`config.mk`:
```
export PLATFORM = sky130hd
export DESIGN_NAME = coc_clock_output_config
export DESIGN_NICKNAME = d
export VERILOG_FILES = /design/src/coc_pkg.sv /design/src/coc_i2c_slave.sv /design/src/coc_clock_output_config.sv
export SDC_FILE = /design/constraint.sdc
export NUM_CORES = 1
export LEC_CHECK = 0
export BUFFER_PORTS_ARGS = -buffer_cell sky130_fd_sc_hd__buf_4
export CAP_MARGIN = 40
export CORE_MARGIN = 10
export CORE_UTILIZATION = 67
export CTS_CLUSTER_DIAMETER = 120
export CTS_CLUSTER_SIZE = 24
export DETAILED_ROUTE_END_ITERATION = 8
export PLACE_DENSITY = 0.86
export SLEW_MARGIN = 40
export SYNTH_ARGS = -nofsm -noshare
export SYNTH_HDL_FRONTEND = slang
export SYNTH_SLANG_ARGS = --single-unit
export TNS_END_PERCENT = 1
```
`constraint.sdc`:
```
create_clock -name sys_clk -period 6.15 [get_ports sys_clk]
set_input_delay 1.23 -clock sys_clk [delete_from_list [all_inputs] [get_ports sys_clk]]
set_output_delay 1.23 -clock sys_clk [all_outputs]
set_load 0.01 [all_outputs]
```
`src/coc_pkg.sv`:
```
// coc_pkg: register map, field layout, reset values and carrier types
// for the clock output configuration block.
// assumes: byte-wide registers reached through the serial port only.
package coc_pkg;

  // ----------------------------------------------------------------
  // register offsets
  // ----------------------------------------------------------------
  localparam logic [7:0] COC_OFS_XO_HIGH = 8'h10;
  localparam logic [7:0] COC_OFS_XO_LOW = 8'h11;
  localparam logic [7:0] COC_OFS_OUT_EN = 8'h14;
  localparam logic [7:0] COC_OFS_OUT_POL = 8'h15;
  localparam logic [7:0] COC_OFS_DIV_UPPER = 8'h16;
  localparam logic [7:0] COC_OFS_DIV_LOWER = 8'h17;

  // ----------------------------------------------------------------
  // reset values and slew codes
  // ----------------------------------------------------------------
  localparam logic [1:0] COC_RST_XO_LOW_BITS = 2'h0;
  localparam logic [7:0] COC_RST_XO_HIGH_BITS = 8'h80;
  localparam logic [7:0] COC_RST_DIV_UPPER = 8'h00;
  localparam logic [7:0] COC_RST_DIV_LOWER = 8'h20;
  localparam logic [1:0] COC_SLEW_FAST = 2'h0;
  localparam logic [1:0] COC_SLEW_SLOW = 2'h2;

  // ----------------------------------------------------------------
  // field positions
  // ----------------------------------------------------------------
  localparam int COC_XO_LOW_MSB = 1;
  localparam int COC_BIT_TRISTATE0 = 2;
  localparam int COC_BIT_MUTE = 1;
  localparam int COC_BIT_INV1 = 5;
  localparam int COC_BIT_INV0 = 4;
  localparam int COC_SLEW_MSB = 7;
  localparam int COC_SLEW_LSB = 6;
  localparam int COC_BIT_PREDIV = 5;
  localparam int COC_BIT_DIV_MSB = 0;

  // ----------------------------------------------------------------
  // divider limits
  // ----------------------------------------------------------------
  localparam logic [8:0] COC_DIV_MIN = 9'h005;
  localparam logic [2:0] COC_PRE_LAST_DIV4 = 3'h3;
  localparam logic [2:0] COC_PRE_LAST_DIV5 = 3'h4;

  // ----------------------------------------------------------------
  // serial port
  // ----------------------------------------------------------------
  localparam logic [3:0] COC_BITS_PER_BYTE = 4'h8;
  localparam logic [3:0] COC_LAST_TX_BIT = 4'h7;

  typedef struct packed {
    logic wr;
    logic [7:0] addr;
    logic [7:0] data;
  } coc_reg_req_t;

  typedef enum logic [3:0] {
    COC_ST_IDLE = 4'h0,
    COC_ST_ADDR = 4'h1,
    COC_ST_ADDR_ACK = 4'h2,
    COC_ST_PTR = 4'h3,
    COC_ST_PTR_ACK = 4'h4,
    COC_ST_WR = 4'h5,
    COC_ST_WR_ACK = 4'h6,
    COC_ST_RD = 4'h7,
    COC_ST_RD_ACK = 4'h8
  } coc_i2c_state_t;

endpackage : coc_pkg

```
`src/coc_i2c_slave.sv`:
```
// coc_i2c_slave: byte-oriented serial slave with register pointer,
// auto-increment on both writes and reads.
// assumes: scl and sda come from pins; the main block answers reads from
// rd_addr with registered data, well before the next byte is due.
`timescale 1ns/1ps
module coc_i2c_slave
  import coc_pkg::*;
#(
  parameter logic [6:0] SLAVE_ADDR = 7'h5a
)
(
  input wire logic sys_clk,
  input wire logic rst_b,
  input wire logic scl_in,
  input wire logic sda_in,
  output logic sda_oe_b,
  output coc_reg_req_t req,
  output logic [7:0] rd_addr,
  input wire logic [7:0] rd_data
);

  // ----------------------------------------------------------------
  // pin synchronisers
  // ----------------------------------------------------------------
  logic [2:0] scl_sync_r;
  logic [2:0] sda_sync_r;
  logic scl_r;
  logic sda_r;
  logic scl_prev_r;
  logic sda_prev_r;

  always_ff @(posedge sys_clk or negedge rst_b)
  begin
    if (!rst_b)
    begin
      scl_sync_r <= 3'h7;
      sda_sync_r <= 3'h7;
    end
    else
    begin
      scl_sync_r <= {scl_sync_r[1:0], scl_in};
      sda_sync_r <= {sda_sync_r[1:0], sda_in};
    end
  end

  // a level only counts once stages two and three agree
  always_ff @(posedge sys_clk or negedge rst_b)
  begin
    if (!rst_b)
    begin
      scl_r <= 1'b1;
      sda_r <= 1'b1;
      scl_prev_r <= 1'b1;
      sda_prev_r <= 1'b1;
    end
    else
    begin
      if (scl_sync_r[1] == scl_sync_r[2])
        scl_r <= scl_sync_r[2];
      if (sda_sync_r[1] == sda_sync_r[2])
        sda_r <= sda_sync_r[2];
      scl_prev_r <= scl_r;
      sda_prev_r <= sda_r;
    end
  end

  logic scl_rise;
  logic scl_fall;
  logic start_cond;
  logic stop_cond;

  assign scl_rise = scl_r && !scl_prev_r;
  assign scl_fall = !scl_r && scl_prev_r;
  assign start_cond = scl_r && scl_prev_r && !sda_r && sda_prev_r;
  assign stop_cond = scl_r && scl_prev_r && sda_r && !sda_prev_r;

  // ----------------------------------------------------------------
  // protocol engine
  // ----------------------------------------------------------------
  coc_i2c_state_t state_r;
  logic [3:0] bit_cnt_r;
  logic [7:0] shift_r;
  logic [7:0] tx_r;
  logic [7:0] ptr_r;
  logic read_r;
  logic nack_r;

  assign rd_addr = ptr_r;

  always_ff @(posedge sys_clk or negedge rst_b)
  begin
    if (!rst_b)
    begin
      state_r <= COC_ST_IDLE;
      bit_cnt_r <= 4'h0;
      shift_r <= 8'h00;
      tx_r <= 8'h00;
      ptr_r <= 8'h00;
      read_r <= 1'b0;
      nack_r <= 1'b0;
      sda_oe_b <= 1'b1;
      req <= '0;
    end
    else
    begin
      req.wr <= 1'b0;
      if (stop_cond)
      begin
        state_r <= COC_ST_IDLE;
        sda_oe_b <= 1'b1;
      end
      else if (start_cond)
      begin
        state_r <= COC_ST_ADDR;
        bit_cnt_r <= 4'h0;
        sda_oe_b <= 1'b1;
      end
      else if (scl_rise)
      begin
        if (state_r == COC_ST_ADDR || state_r == COC_ST_PTR ||
            state_r == COC_ST_WR)
        begin
          shift_r <= {shift_r[6:0], sda_r};
          bit_cnt_r <= bit_cnt_r + 4'h1;
        end
        if (state_r == COC_ST_RD_ACK)
          nack_r <= sda_r;
      end
      else if (scl_fall)
      begin
        unique case (state_r)
          COC_ST_IDLE:
            sda_oe_b <= 1'b1;
          COC_ST_ADDR:
            if (bit_cnt_r == COC_BITS_PER_BYTE)
            begin
              if (shift_r[7:1] == SLAVE_ADDR)
              begin
                state_r <= COC_ST_ADDR_ACK;
                read_r <= shift_r[0];
                sda_oe_b <= 1'b0;
              end
              else
                state_r <= COC_ST_IDLE;
            end
          COC_ST_ADDR_ACK:
          begin
            bit_cnt_r <= 4'h0;
            if (read_r)
            begin
              state_r <= COC_ST_RD;
              tx_r <= rd_data;
              sda_oe_b <= rd_data[7];
            end
            else
            begin
              state_r <= COC_ST_PTR;
              sda_oe_b <= 1'b1;
            end
          end
          COC_ST_PTR:
            if (bit_cnt_r == COC_BITS_PER_BYTE)
            begin
              state_r <= COC_ST_PTR_ACK;
              ptr_r <= shift_r;
              sda_oe_b <= 1'b0;
            end
          COC_ST_PTR_ACK, COC_ST_WR_ACK:
          begin
            state_r <= COC_ST_WR;
            bit_cnt_r <= 4'h0;
            sda_oe_b <= 1'b1;
          end
          COC_ST_WR:
            if (bit_cnt_r == COC_BITS_PER_BYTE)
            begin
              state_r <= COC_ST_WR_ACK;
              req.wr <= 1'b1;
              req.addr <= ptr_r;
              req.data <= shift_r;
              ptr_r <= ptr_r + 8'h01;
              sda_oe_b <= 1'b0;
            end
          COC_ST_RD:
            if (bit_cnt_r == COC_LAST_TX_BIT)
            begin
              // release the line so the master can acknowledge
              state_r <= COC_ST_RD_ACK;
              ptr_r <= ptr_r + 8'h01;
              sda_oe_b <= 1'b1;
            end
            else
            begin
              tx_r <= {tx_r[6:0], 1'b0};
              sda_oe_b <= tx_r[6];
              bit_cnt_r <= bit_cnt_r + 4'h1;
            end
          COC_ST_RD_ACK:
            if (nack_r)
              state_r <= COC_ST_IDLE;
            else
            begin
              state_r <= COC_ST_RD;
              bit_cnt_r <= 4'h0;
              tx_r <= rd_data;
              sda_oe_b <= rd_data[7];
            end
          default:
            state_r <= COC_ST_IDLE;
        endcase
      end
    end
  end

endmodule : coc_i2c_slave

```
`src/coc_clock_output_config.sv`:
```
// coc_clock_output_config: output stage configuration of a programmable
// oscillator - margining offset, output enables, polarity, slew, the
// 4/5 prescaler and the 9-bit channel divider behind a serial port.
// assumes: sys_clk stands in for the synthesiser clock feeding the
// output stage; sda is open drain with an external pull-up.
`timescale 1ns/1ps
module coc_clock_output_config
  import coc_pkg::*;
#(
  parameter logic [6:0] SLAVE_ADDR = 7'h5a
)
(
  input wire logic sys_clk,
  input wire logic rst_b,
  input wire logic scl_in,
  input wire logic sda_in,
  output logic sda_out,
  output logic sda_oe_b,
  output logic first_clock_output,
  output logic first_clock_output_oe_b,
  output logic second_clock_output,
  output logic [1:0] edge_speed_select,
  output logic [9:0] crystal_margin_offset
);

  // ----------------------------------------------------------------
  // serial port
  // ----------------------------------------------------------------
  coc_reg_req_t req;
  logic [7:0] rd_addr;
  logic [7:0] rd_data_r;

  coc_i2c_slave #(
    .SLAVE_ADDR(SLAVE_ADDR)
  ) u_port (
    .sys_clk(sys_clk),
    .rst_b(rst_b),
    .scl_in(scl_in),
    .sda_in(sda_in),
    .sda_oe_b(sda_oe_b),
    .req(req),
    .rd_addr(rd_addr),
    .rd_data(rd_data_r)
  );

  // open drain: only ever pulls low
  always_ff @(posedge sys_clk or negedge rst_b)
  begin
    if (!rst_b)
      sda_out <= 1'b0;
    else
      sda_out <= 1'b0;
  end

  // ----------------------------------------------------------------
  // registers
  // ----------------------------------------------------------------
  logic [1:0] xo_offset_high_r;
  logic [7:0] xo_offset_low_r;
  logic [7:0] out_en_r;
  logic [7:0] out_pol_r;
  logic [7:0] div_upper_r;
  logic [7:0] div_lower_r;
  logic [8:0] div_active_r;
  logic [8:0] div_nxt;

  logic wr_xo_high;
  logic wr_xo_low;
  logic wr_out_en;
  logic wr_out_pol;
  logic wr_div_upper;
  logic wr_div_lower;

  assign wr_xo_high = req.wr && (req.addr == COC_OFS_XO_HIGH);
  assign wr_xo_low = req.wr && (req.addr == COC_OFS_XO_LOW);
  assign wr_out_en = req.wr && (req.addr == COC_OFS_OUT_EN);
  assign wr_out_pol = req.wr && (req.addr == COC_OFS_OUT_POL);
  assign wr_div_upper = req.wr && (req.addr == COC_OFS_DIV_UPPER);
  assign wr_div_lower = req.wr && (req.addr == COC_OFS_DIV_LOWER);

  always_ff @(posedge sys_clk or negedge rst_b)
  begin
    if (!rst_b)
    begin
      xo_offset_high_r <= COC_RST_XO_LOW_BITS;
      xo_offset_low_r <= COC_RST_XO_HIGH_BITS;
    end
    else
    begin
      if (wr_xo_high)
        xo_offset_high_r <= req.data[COC_XO_LOW_MSB:0];
      if (wr_xo_low)
        xo_offset_low_r <= req.data;
    end
  end

  always_ff @(posedge sys_clk or negedge rst_b)
  begin
    if (!rst_b)
      out_en_r <= 8'h00;
    else if (wr_out_en)
    begin
      out_en_r <= 8'h00;
      out_en_r[COC_BIT_TRISTATE0] <= req.data[COC_BIT_TRISTATE0];
      out_en_r[COC_BIT_MUTE] <= req.data[COC_BIT_MUTE];
    end
  end

  always_ff @(posedge sys_clk or negedge rst_b)
  begin
    if (!rst_b)
      out_pol_r <= 8'h00;
    else if (wr_out_pol)
    begin
      out_pol_r <= 8'h00;
      out_pol_r[COC_BIT_INV1] <= req.data[COC_BIT_INV1];
      out_pol_r[COC_BIT_INV0] <= req.data[COC_BIT_INV0];
    end
  end

  assign div_nxt = {req.data[COC_BIT_DIV_MSB], div_lower_r};

  always_ff @(posedge sys_clk or negedge rst_b)
  begin
    if (!rst_b)
    begin
      div_upper_r <= COC_RST_DIV_UPPER;
      div_lower_r <= COC_RST_DIV_LOWER;
    end
    else
    begin
      // the whole upper byte is writable, slew and prescaler included
      if (wr_div_upper)
        div_upper_r <= req.data;
      if (wr_div_lower)
        div_lower_r <= req.data;
    end
  end

  always_ff @(posedge sys_clk or negedge rst_b)
  begin
    if (!rst_b)
      div_active_r <= {COC_RST_DIV_UPPER[COC_BIT_DIV_MSB],
                       COC_RST_DIV_LOWER};
    else if (wr_div_upper && (div_nxt >= COC_DIV_MIN))
      // a reserved value would stall the channel, so the old one stays
      div_active_r <= div_nxt;
  end

  // ----------------------------------------------------------------
  // read-back
  // ----------------------------------------------------------------
  always_ff @(posedge sys_clk or negedge rst_b)
  begin
    if (!rst_b)
      rd_data_r <= 8'h00;
    else
    begin
      unique case (rd_addr)
        COC_OFS_XO_HIGH:
          rd_data_r <= {6'h00, xo_offset_high_r};
        COC_OFS_XO_LOW:
          rd_data_r <= xo_offset_low_r;
        COC_OFS_OUT_EN:
          rd_data_r <= out_en_r;
        COC_OFS_OUT_POL:
          rd_data_r <= out_pol_r;
        COC_OFS_DIV_UPPER:
          rd_data_r <= div_upper_r;
        COC_OFS_DIV_LOWER:
          rd_data_r <= div_lower_r;
        default:
          rd_data_r <= 8'h00;
      endcase
    end
  end

  // ----------------------------------------------------------------
  // prescaler and channel divider
  // ----------------------------------------------------------------
  logic [2:0] pre_cnt_r;
  logic [2:0] pre_last;
  logic pre_tick;
  logic [8:0] ch_cnt_r;
  logic [8:0] ch_half;
  logic base_clk_r;

  assign pre_last = div_upper_r[COC_BIT_PREDIV] ? COC_PRE_LAST_DIV5
                                                : COC_PRE_LAST_DIV4;
  assign pre_tick = (pre_cnt_r >= pre_last);

  always_ff @(posedge sys_clk or negedge rst_b)
  begin
    if (!rst_b)
      pre_cnt_r <= 3'h0;
    else if (pre_tick)
      pre_cnt_r <= 3'h0;
    else
      pre_cnt_r <= pre_cnt_r + 3'h1;
  end

  assign ch_half = (div_active_r >> 1) + 9'h001;

  always_ff @(posedge sys_clk or negedge rst_b)
  begin
    if (!rst_b)
      ch_cnt_r <= 9'h000;
    else if (pre_tick)
    begin
      // >= covers a shrinking divide value without a long wrap
      if (ch_cnt_r >= div_active_r)
        ch_cnt_r <= 9'h000;
      else
        ch_cnt_r <= ch_cnt_r + 9'h001;
    end
  end

  always_ff @(posedge sys_clk or negedge rst_b)
  begin
    if (!rst_b)
      base_clk_r <= 1'b0;
    else
      base_clk_r <= (ch_cnt_r < ch_half);
  end

  // ----------------------------------------------------------------
  // output stage
  // ----------------------------------------------------------------
  // mute holds low
  always_ff @(posedge sys_clk or negedge rst_b)
  begin
    if (!rst_b)
    begin
      first_clock_output <= 1'b0;
      second_clock_output <= 1'b0;
    end
    else if (out_en_r[COC_BIT_MUTE])
    begin
      first_clock_output <= 1'b0;
      second_clock_output <= 1'b0;
    end
    else
    begin
      first_clock_output <= base_clk_r ^ out_pol_r[COC_BIT_INV0];
      second_clock_output <= base_clk_r ^ out_pol_r[COC_BIT_INV1];
    end
  end

  always_ff @(posedge sys_clk or negedge rst_b)
  begin
    if (!rst_b)
      first_clock_output_oe_b <= 1'b0;
    else
      first_clock_output_oe_b <= out_en_r[COC_BIT_TRISTATE0];
  end

  always_ff @(posedge sys_clk or negedge rst_b)
  begin
    if (!rst_b)
    begin
      edge_speed_select <= COC_SLEW_FAST;
      crystal_margin_offset <= {COC_RST_XO_HIGH_BITS, COC_RST_XO_LOW_BITS};
    end
    else
    begin
      edge_speed_select <= div_upper_r[COC_SLEW_MSB:COC_SLEW_LSB];
      crystal_margin_offset <= {xo_offset_low_r, xo_offset_high_r};
    end
  end

endmodule : coc_clock_output_config

```
# Word-level counts from Yosys, hierarchy flattened
# Index checks and enable logic that the tools add are counted.
[op_classes] n_lt_le_gt_ge=4 div=0 reduce_logical=40 multipliers=0 bitwise=5 eq_ne=43 shift=0 muxes=50 add_sub_neg=5
[ops] operator="two-way mux 17 bit" count=6
[ops] operator="equality test 8 x 5 -> 1 bit, second input constant" count=12
[ops] operator="two-way mux 4 bit" count=14
[ops] operator="case mux 8 bit (6 select lines)" count=1
[ops] operator="case mux 4 bit (8 select lines)" count=1
[ops] operator="inequality test 4 x 2 -> 1 bit, second input constant" count=7
[ops] operator="two-way mux 8 bit" count=3
[ops] operator="case mux 8 bit (3 select lines)" count=1
[ops] operator="two-way mux 7 bit" count=3
[ops] operator="case mux 7 bit (3 select lines)" count=1
[ops] operator="AND reduction 7 bit" count=3
[ops] operator="equality test 4 x 3 -> 1 bit, second input constant" count=5
[ops] operator="AND reduction 8 bit" count=2
[ops] operator="logical AND 1 bit" count=14
[ops] operator="two-way mux 1 bit" count=12
[ops] operator="two-way mux 3 bit" count=4
[ops] operator="case mux 4 bit (3 select lines)" count=1
[ops] operator="AND reduction 6 bit" count=2
[ops] operator="nonzero test 3 bit" count=4
[ops] operator="adder 8 x 1 -> 9 bit, second input constant" count=1
[ops] operator="adder 9 x 1 -> 9 bit, second input constant" count=1
[ops] operator="greater-or-equal comparator 9 x 3 -> 1 bit, second input constant" count=1
[ops] operator="greater-or-equal comparator 9 bit" count=1
[ops] operator="< comparator 9 bit" count=1
[ops] operator="other kinds (27)" count=46
[word_totals] register_bits=136 latchBits=0 rom_bits=0 elab_cells=180 output_inout_bits=17 inputBits=4 ram_bits=0 n_memories=0

# Logic depth before layout (Yosys ltp)
[logic_depth] word_depth=8 mapped_depth=9 mapped_depth_nobuf=9

# Cells and area by module
# From an unflattened synthesis, not the netlist that was laid out.
[hier_totals] cells_unflattened=584 hier_area_um2=6742.7
[by_module_without_submodules] mod="coc_clock_output_config" seq_area_each_um2=1881.8 area_each_um2=3642.2 cells_each=300 instances=1
[by_module_without_submodules] mod="coc_i2c_slave" seq_area_each_um2=1540.2 area_each_um2=3100.5 cells_each=284 instances=1

# Least setup slack after synthesis
# No wires, ideal clock.
[synth_path] kind="register -> register" start="reg u_port.bit_cnt_r[0]" end="reg, netlist name u_port.req[0]" path_slack_ns=4.210 required_time_ns=6.025 stages_incl_launch_ff=9 t_arrival_ns=1.815 path_cell_list="dfrtp_1 -> inv_1 -> ha_1 -> and3b_1 -> buf_4 -> nand2_1 -> nor3_4 -> buf_4 -> mux2_2"
[synth_via] elab_chain_cells=2
[synth_lines] element="start: declaration" line_no="coc_i2c_slave.sv:81" rtl="logic [3:0] bit_cnt_r;"
[synth_lines] element="start signal: assignment" line_no="coc_i2c_slave.sv:124" rtl="bit_cnt_r <= bit_cnt_r + 4'h1;"
[synth_lines] element="start signal: assignment" line_no="coc_i2c_slave.sv:196" rtl="bit_cnt_r <= bit_cnt_r + 4'h1;"
[synth_lines] element="equality test 4 bit" line_no="coc_i2c_slave.sv:175" rtl="if (bit_cnt_r == COC_BITS_PER_BYTE)"
[synth_lines] element="AND reduction 6 bit (no source line)"
# No other way between the ends.
# A chain may end at the register's enable or synchronous reset.

# Worst setup path after layout
[layout_path] start="reg ch_cnt_r[0]" end="reg ch_cnt_r[0]"
[layout_via] elab_chain_cells=2 elab_cells_between_ends=3 cone_classes="1 x add/sub; 1 x order compare; 1 x mux"
[layout_lines] element="start: declaration" line_no="coc_clock_output_config.sv:184" rtl="logic [8:0] ch_cnt_r;"
[layout_lines] element="start signal: assignment" line_no="coc_clock_output_config.sv:214" rtl="ch_cnt_r <= ch_cnt_r + 9'h001;"
[layout_lines] element="adder 9 x 1 -> 9 bit or greater-or-equal comparator 9 bit (tied branches)" line_no="coc_clock_output_config.sv:214, coc_clock_output_config.sv:211"
[layout_lines] element="two-way mux 9 bit (*)" line_no="coc_clock_output_config.sv:211" rtl="if (ch_cnt_r >= div_active_r)"
# Mark *: on every way between the ends. The rest lies on a longest branch, timed or not.

==> results.py <==
metrics = {
    "floorplanning": {
        "initial_core_util_pct": 68.4,
        "core_um2": 9680,
        "dieWidth_um": 119,
        "ioPinCount": 21,
        "chipHeight_um": 119,
        "die_area_um2": 14300,
        "row_count": 36,
    },
    "setup_path": {
        "crit_slowest_cell": "a41oi_1",
        "crit_top_cell": "o21ai_0",
        "r2r-start": "ch_cnt_r[0]",
        "rrSetupSlack_ns": 3.57,
        "worst-path-stages": 7,
        "cp_max_fo": 8,
        "cp.arrival_ns": 3.01,
        "critPathTopFamily": "compound AO/OA/AOI/OAI gates",
        "critPathLaunch": "ch_cnt_r[0]",
        "rr_worst_depth": 7,
        "crit_required_ns": 6.58,
        "worstReg2RegEnd": "ch_cnt_r[0]",
        "path_class": "reg -> reg",
        "cpPeakStageDelay_ns": 0.67,
        "cp_num_buf_inv": 1,
        "crit_path_start_kind": "flip-flop",
        "crit_end": "ch_cnt_r[0]",
        "crit_chain": "inv_1 -> ha_1 -> nor2b_1 -> o21ai_0 -> a41oi_1 -> nand3_1 -> o21ai_0",
        "crit_path_end_kind": "flip-flop",
    },
    "placement": {
        "io_buffers": 19,
        "dp_hpwl_um": 9510,
        "place.gp.congestion": 0.851,
    },
    "global_route": {
        "grtUsageMet2_pct": 36.8,
        "gr-total-overflow": 0,
        "antenna_found_initial": 0,
        "grt_util_met3_pct": 5.67,
        "grt_pass1_wl_um": 25800,
        "met1_usage_pct": 27.4,
        "grt_max_degree": 76,
        "track_usage_pct": 22.5,
        "globalRoute.busiestLayer": "met2",
        "grt_pass1_vias": 5044,
    },
    "pwr": {
        "vdd.ir_drop.worst_uv": 231,
        "swShare_pct": 22.8,
        "p_per_area_nw_per_um2": 301,
        "comb_power_share_pct": 6.0,
        "leakage_nw": 3.48,
        "seq_power_share_pct": 43.9,
        "p_clk_share_pct": 50.0,
        "intPower_w": 0.00175,
        "p_switching_w": 0.000516,
    },
    "cts": {
        "postCtsResizedCells": 0,
        "cts_htree_levels": 4,
        "cts_tree": "done",
        "holdBufCountCts": 0,
        "path_clk_slew_ns": 0.06,
        "numCtsBuffers": 17,
        "root_buffer": "clkbuf_8",
        "clkSinkCount": 136,
        "worstSkewPairLatency_ns": 0.53,
        "cts_setup_buffers": 0,
        "cts.path.max_buffers": 2,
    },
    "job": {
        "drv_cap": 0,
    },
    "yosys": {
        "synth_ff_type": "dfrtp_1",
        "syn_inst": 573,
        "synth_edf_count": 0,
        "synth_mux_area_share_pct": 13.0,
        "yosysSeqAreaShare_pct": 51.7,
        "avgSynthCellArea_um2": 11.6,
        "synthSimpleGateAreaFrac_pct": 12.6,
        "syn-num-nets": 606,
        "synth_top_family_by_area": "multiplexers",
        "syn-cell-area_um2": 6620,
        "ys_async_sr_fraction_pct": 100,
        "ys_types": 70,
        "ys_warn_count": 0,
        "synthAdderAreaFrac_pct": 5.78,
        "synth_compound_gate_area_share_pct": 12.0,
        "synth_xor_area_share_pct": 1.45,
        "ys_ff_latch": 136,
    },
    "timing": {
        "setup_viol_count_final": 0,
        "finClkSkew_ns": 0.00681,
        "maxSlewHeadroom_pct": 49.7,
        "slew_viol_final": 0,
        "finalCritPeriodShare_pct": 41.9,
        "max_freq_mhz": 388,
        "finalHoldViolations": 0,
        "rsz0062_at_grt": "false",
        "worstMarginPinSlew_ns": 0.745,
        "min_period_ns": 2.58,
        "tns_ns": 0,
        "timing.hold.ws_ns": 0.355,
    },
    "routing": {
        "wl_per_cell_um": 20.7,
        "dr.pass1.iters": 5,
        "finalWirelength_um": 15300,
        "ant_nets": 0,
        "vias": 4806,
        "drtIter0Drc": 422,
        "avgViaCountPerCell": 6.49,
        "drc": 0,
    },
    "final_layout": {
        "fin_nets": 627,
        "area_growth_pct": 13.5,
        "post-route-util_pct": 77.6,
        "drive_above_1_share_pct": 23.2,
        "n_antenna_cell": 0,
        "n_fill_cell": 556,
        "multi_input_area_um2": 2980,
        "register_area_um2": 3420,
    },
    "outcome": {
        "outcome": "finished, final reports clean",
    },
    "min_path": {
        "min_from": "u_port.sda_sync_r[0]",
        "holdCritPathClass": "reg -> reg",
    },
}
==> power by group through the flow <==
stage	logic, W	registers [W]	clock network (W)
6_report	0.000137	0.000995	0.00113
2_1_floorplan	0.0000976	0.000982	0
5_1_grt	0.000150	0.00100	0.00117
4_1_cts	0.000137	0.000992	0.00114
3_5_place_dp	0.000133	0.00101	0
3_3_place_gp	0.000126	0.00100	0
==> layout make-up <==
cell class              count  share of cell area [%]
clock buffers              20                    5.79
clock inverters            12                    2.98
inverters                  31                    1.55
multi-input cells         386                    39.6
flip-flops and latches    136                    45.5
well taps                 133                    2.21
repair buffers             22                    2.35
==> stage by stage <==
| step | setup WS, ns | area (um^2) | total power [W] | instances |
|---|---|---|---|---|
| 2_1_floorplan | 4.21 | 6620 | 0.00108 | 573 |
| 3_3_place_gp | 3.63 | 6830 | 0.00113 | 706 |
| 3_5_place_dp | 3.59 | 6830 | 0.00114 | 706 |
| 4_1_cts | 3.64 | 7490 | 0.00227 | 738 |
| 5_1_grt | 3.41 | 7520 | 0.00232 | 740 |
| 6_report | 3.57 | 7520 | 0.00226 | 740 |
==> kinds of logic after synthesis <==
logic type,Yosys count
AND/OR/NAND/NOR,151
flip-flops,136
AO/OA/AOI/OAI,117
multiplexers,75
buffers and inverters,51
adder cells (fa/ha/maj),31
XOR/XNOR,11
other,1
==> per-layer routing <==
metal / part of all wire, % / vias up
met5: 0 / -
met4: 2.8 / 0
met3: 6.6 / 48
met2: 50 / 225
met1: 41 / 2405
li1: - / 2128
==> how the worst min path moves through the flow <==
stage	endpoint	slack (ns)	depth (start not counted)
final	u_port.sda_sync_r[1]	0.35	0
after global placement	u_port.scl_sync_r[1]	0.35	0
after floorplan	u_port.scl_sync_r[1]	0.35	0
after global routing	u_port.sda_sync_r[1]	0.36	0
after CTS	u_port.sda_sync_r[1]	0.36	0
after detailed placement	u_port.sda_sync_r[1]	0.35	0
==> sequential cells by signal, indices dropped and copies added, names as in the netlist, 7 cells and up <==
signal	count
u_port.req	17
crystal_margin_offset	10
ch_cnt_r	9
div_active_r	9
div_lower_r	8
div_upper_r	8
rd_data_r	8
u_port.rd_addr	8
u_port.shift_r	8
xo_offset_low_r	8
u_port.tx_r	7
==> placed cells by master (no fill, tap or decap), drive strengths merged, types with 3 or more instances in the layout <==
cell type and instances:
nor2b 4, clkbuf 20, a21oi 22, nand4b 3
a31oi 11, o21a 6, o21ai 29, a222oi 3
ha 29, mux2i 11, buf 22, nand4 4
dfstp 15, or2 4, nor3b 4, nand3 20
and3 7, mux2 64, o22ai 11, nand2b 14
or3 4, a22o 3, dfrtp 121, nand2 37
nor2 26, a22oi 3, bufinv 6, nor4 5
o31ai 4, clkinv 5, inv 31, xnor2 11
nor3 9
==> synthesized netlist by cell type (all sizes together) (13+ instances only) <==
master | count | area, um^2
a21oi | 22 | 110
buf | 13 | 87.6
dfrtp | 121 | 3030
dfstp | 15 | 394
ha | 29 | 363
inv | 31 | 116
mux2 | 64 | 747
nand2 | 37 | 139
nand2b | 14 | 87.6
nand3 | 20 | 100
nor2 | 26 | 103
o21ai | 29 | 145
Note: power is estimated with default switching activity, not from simulation.
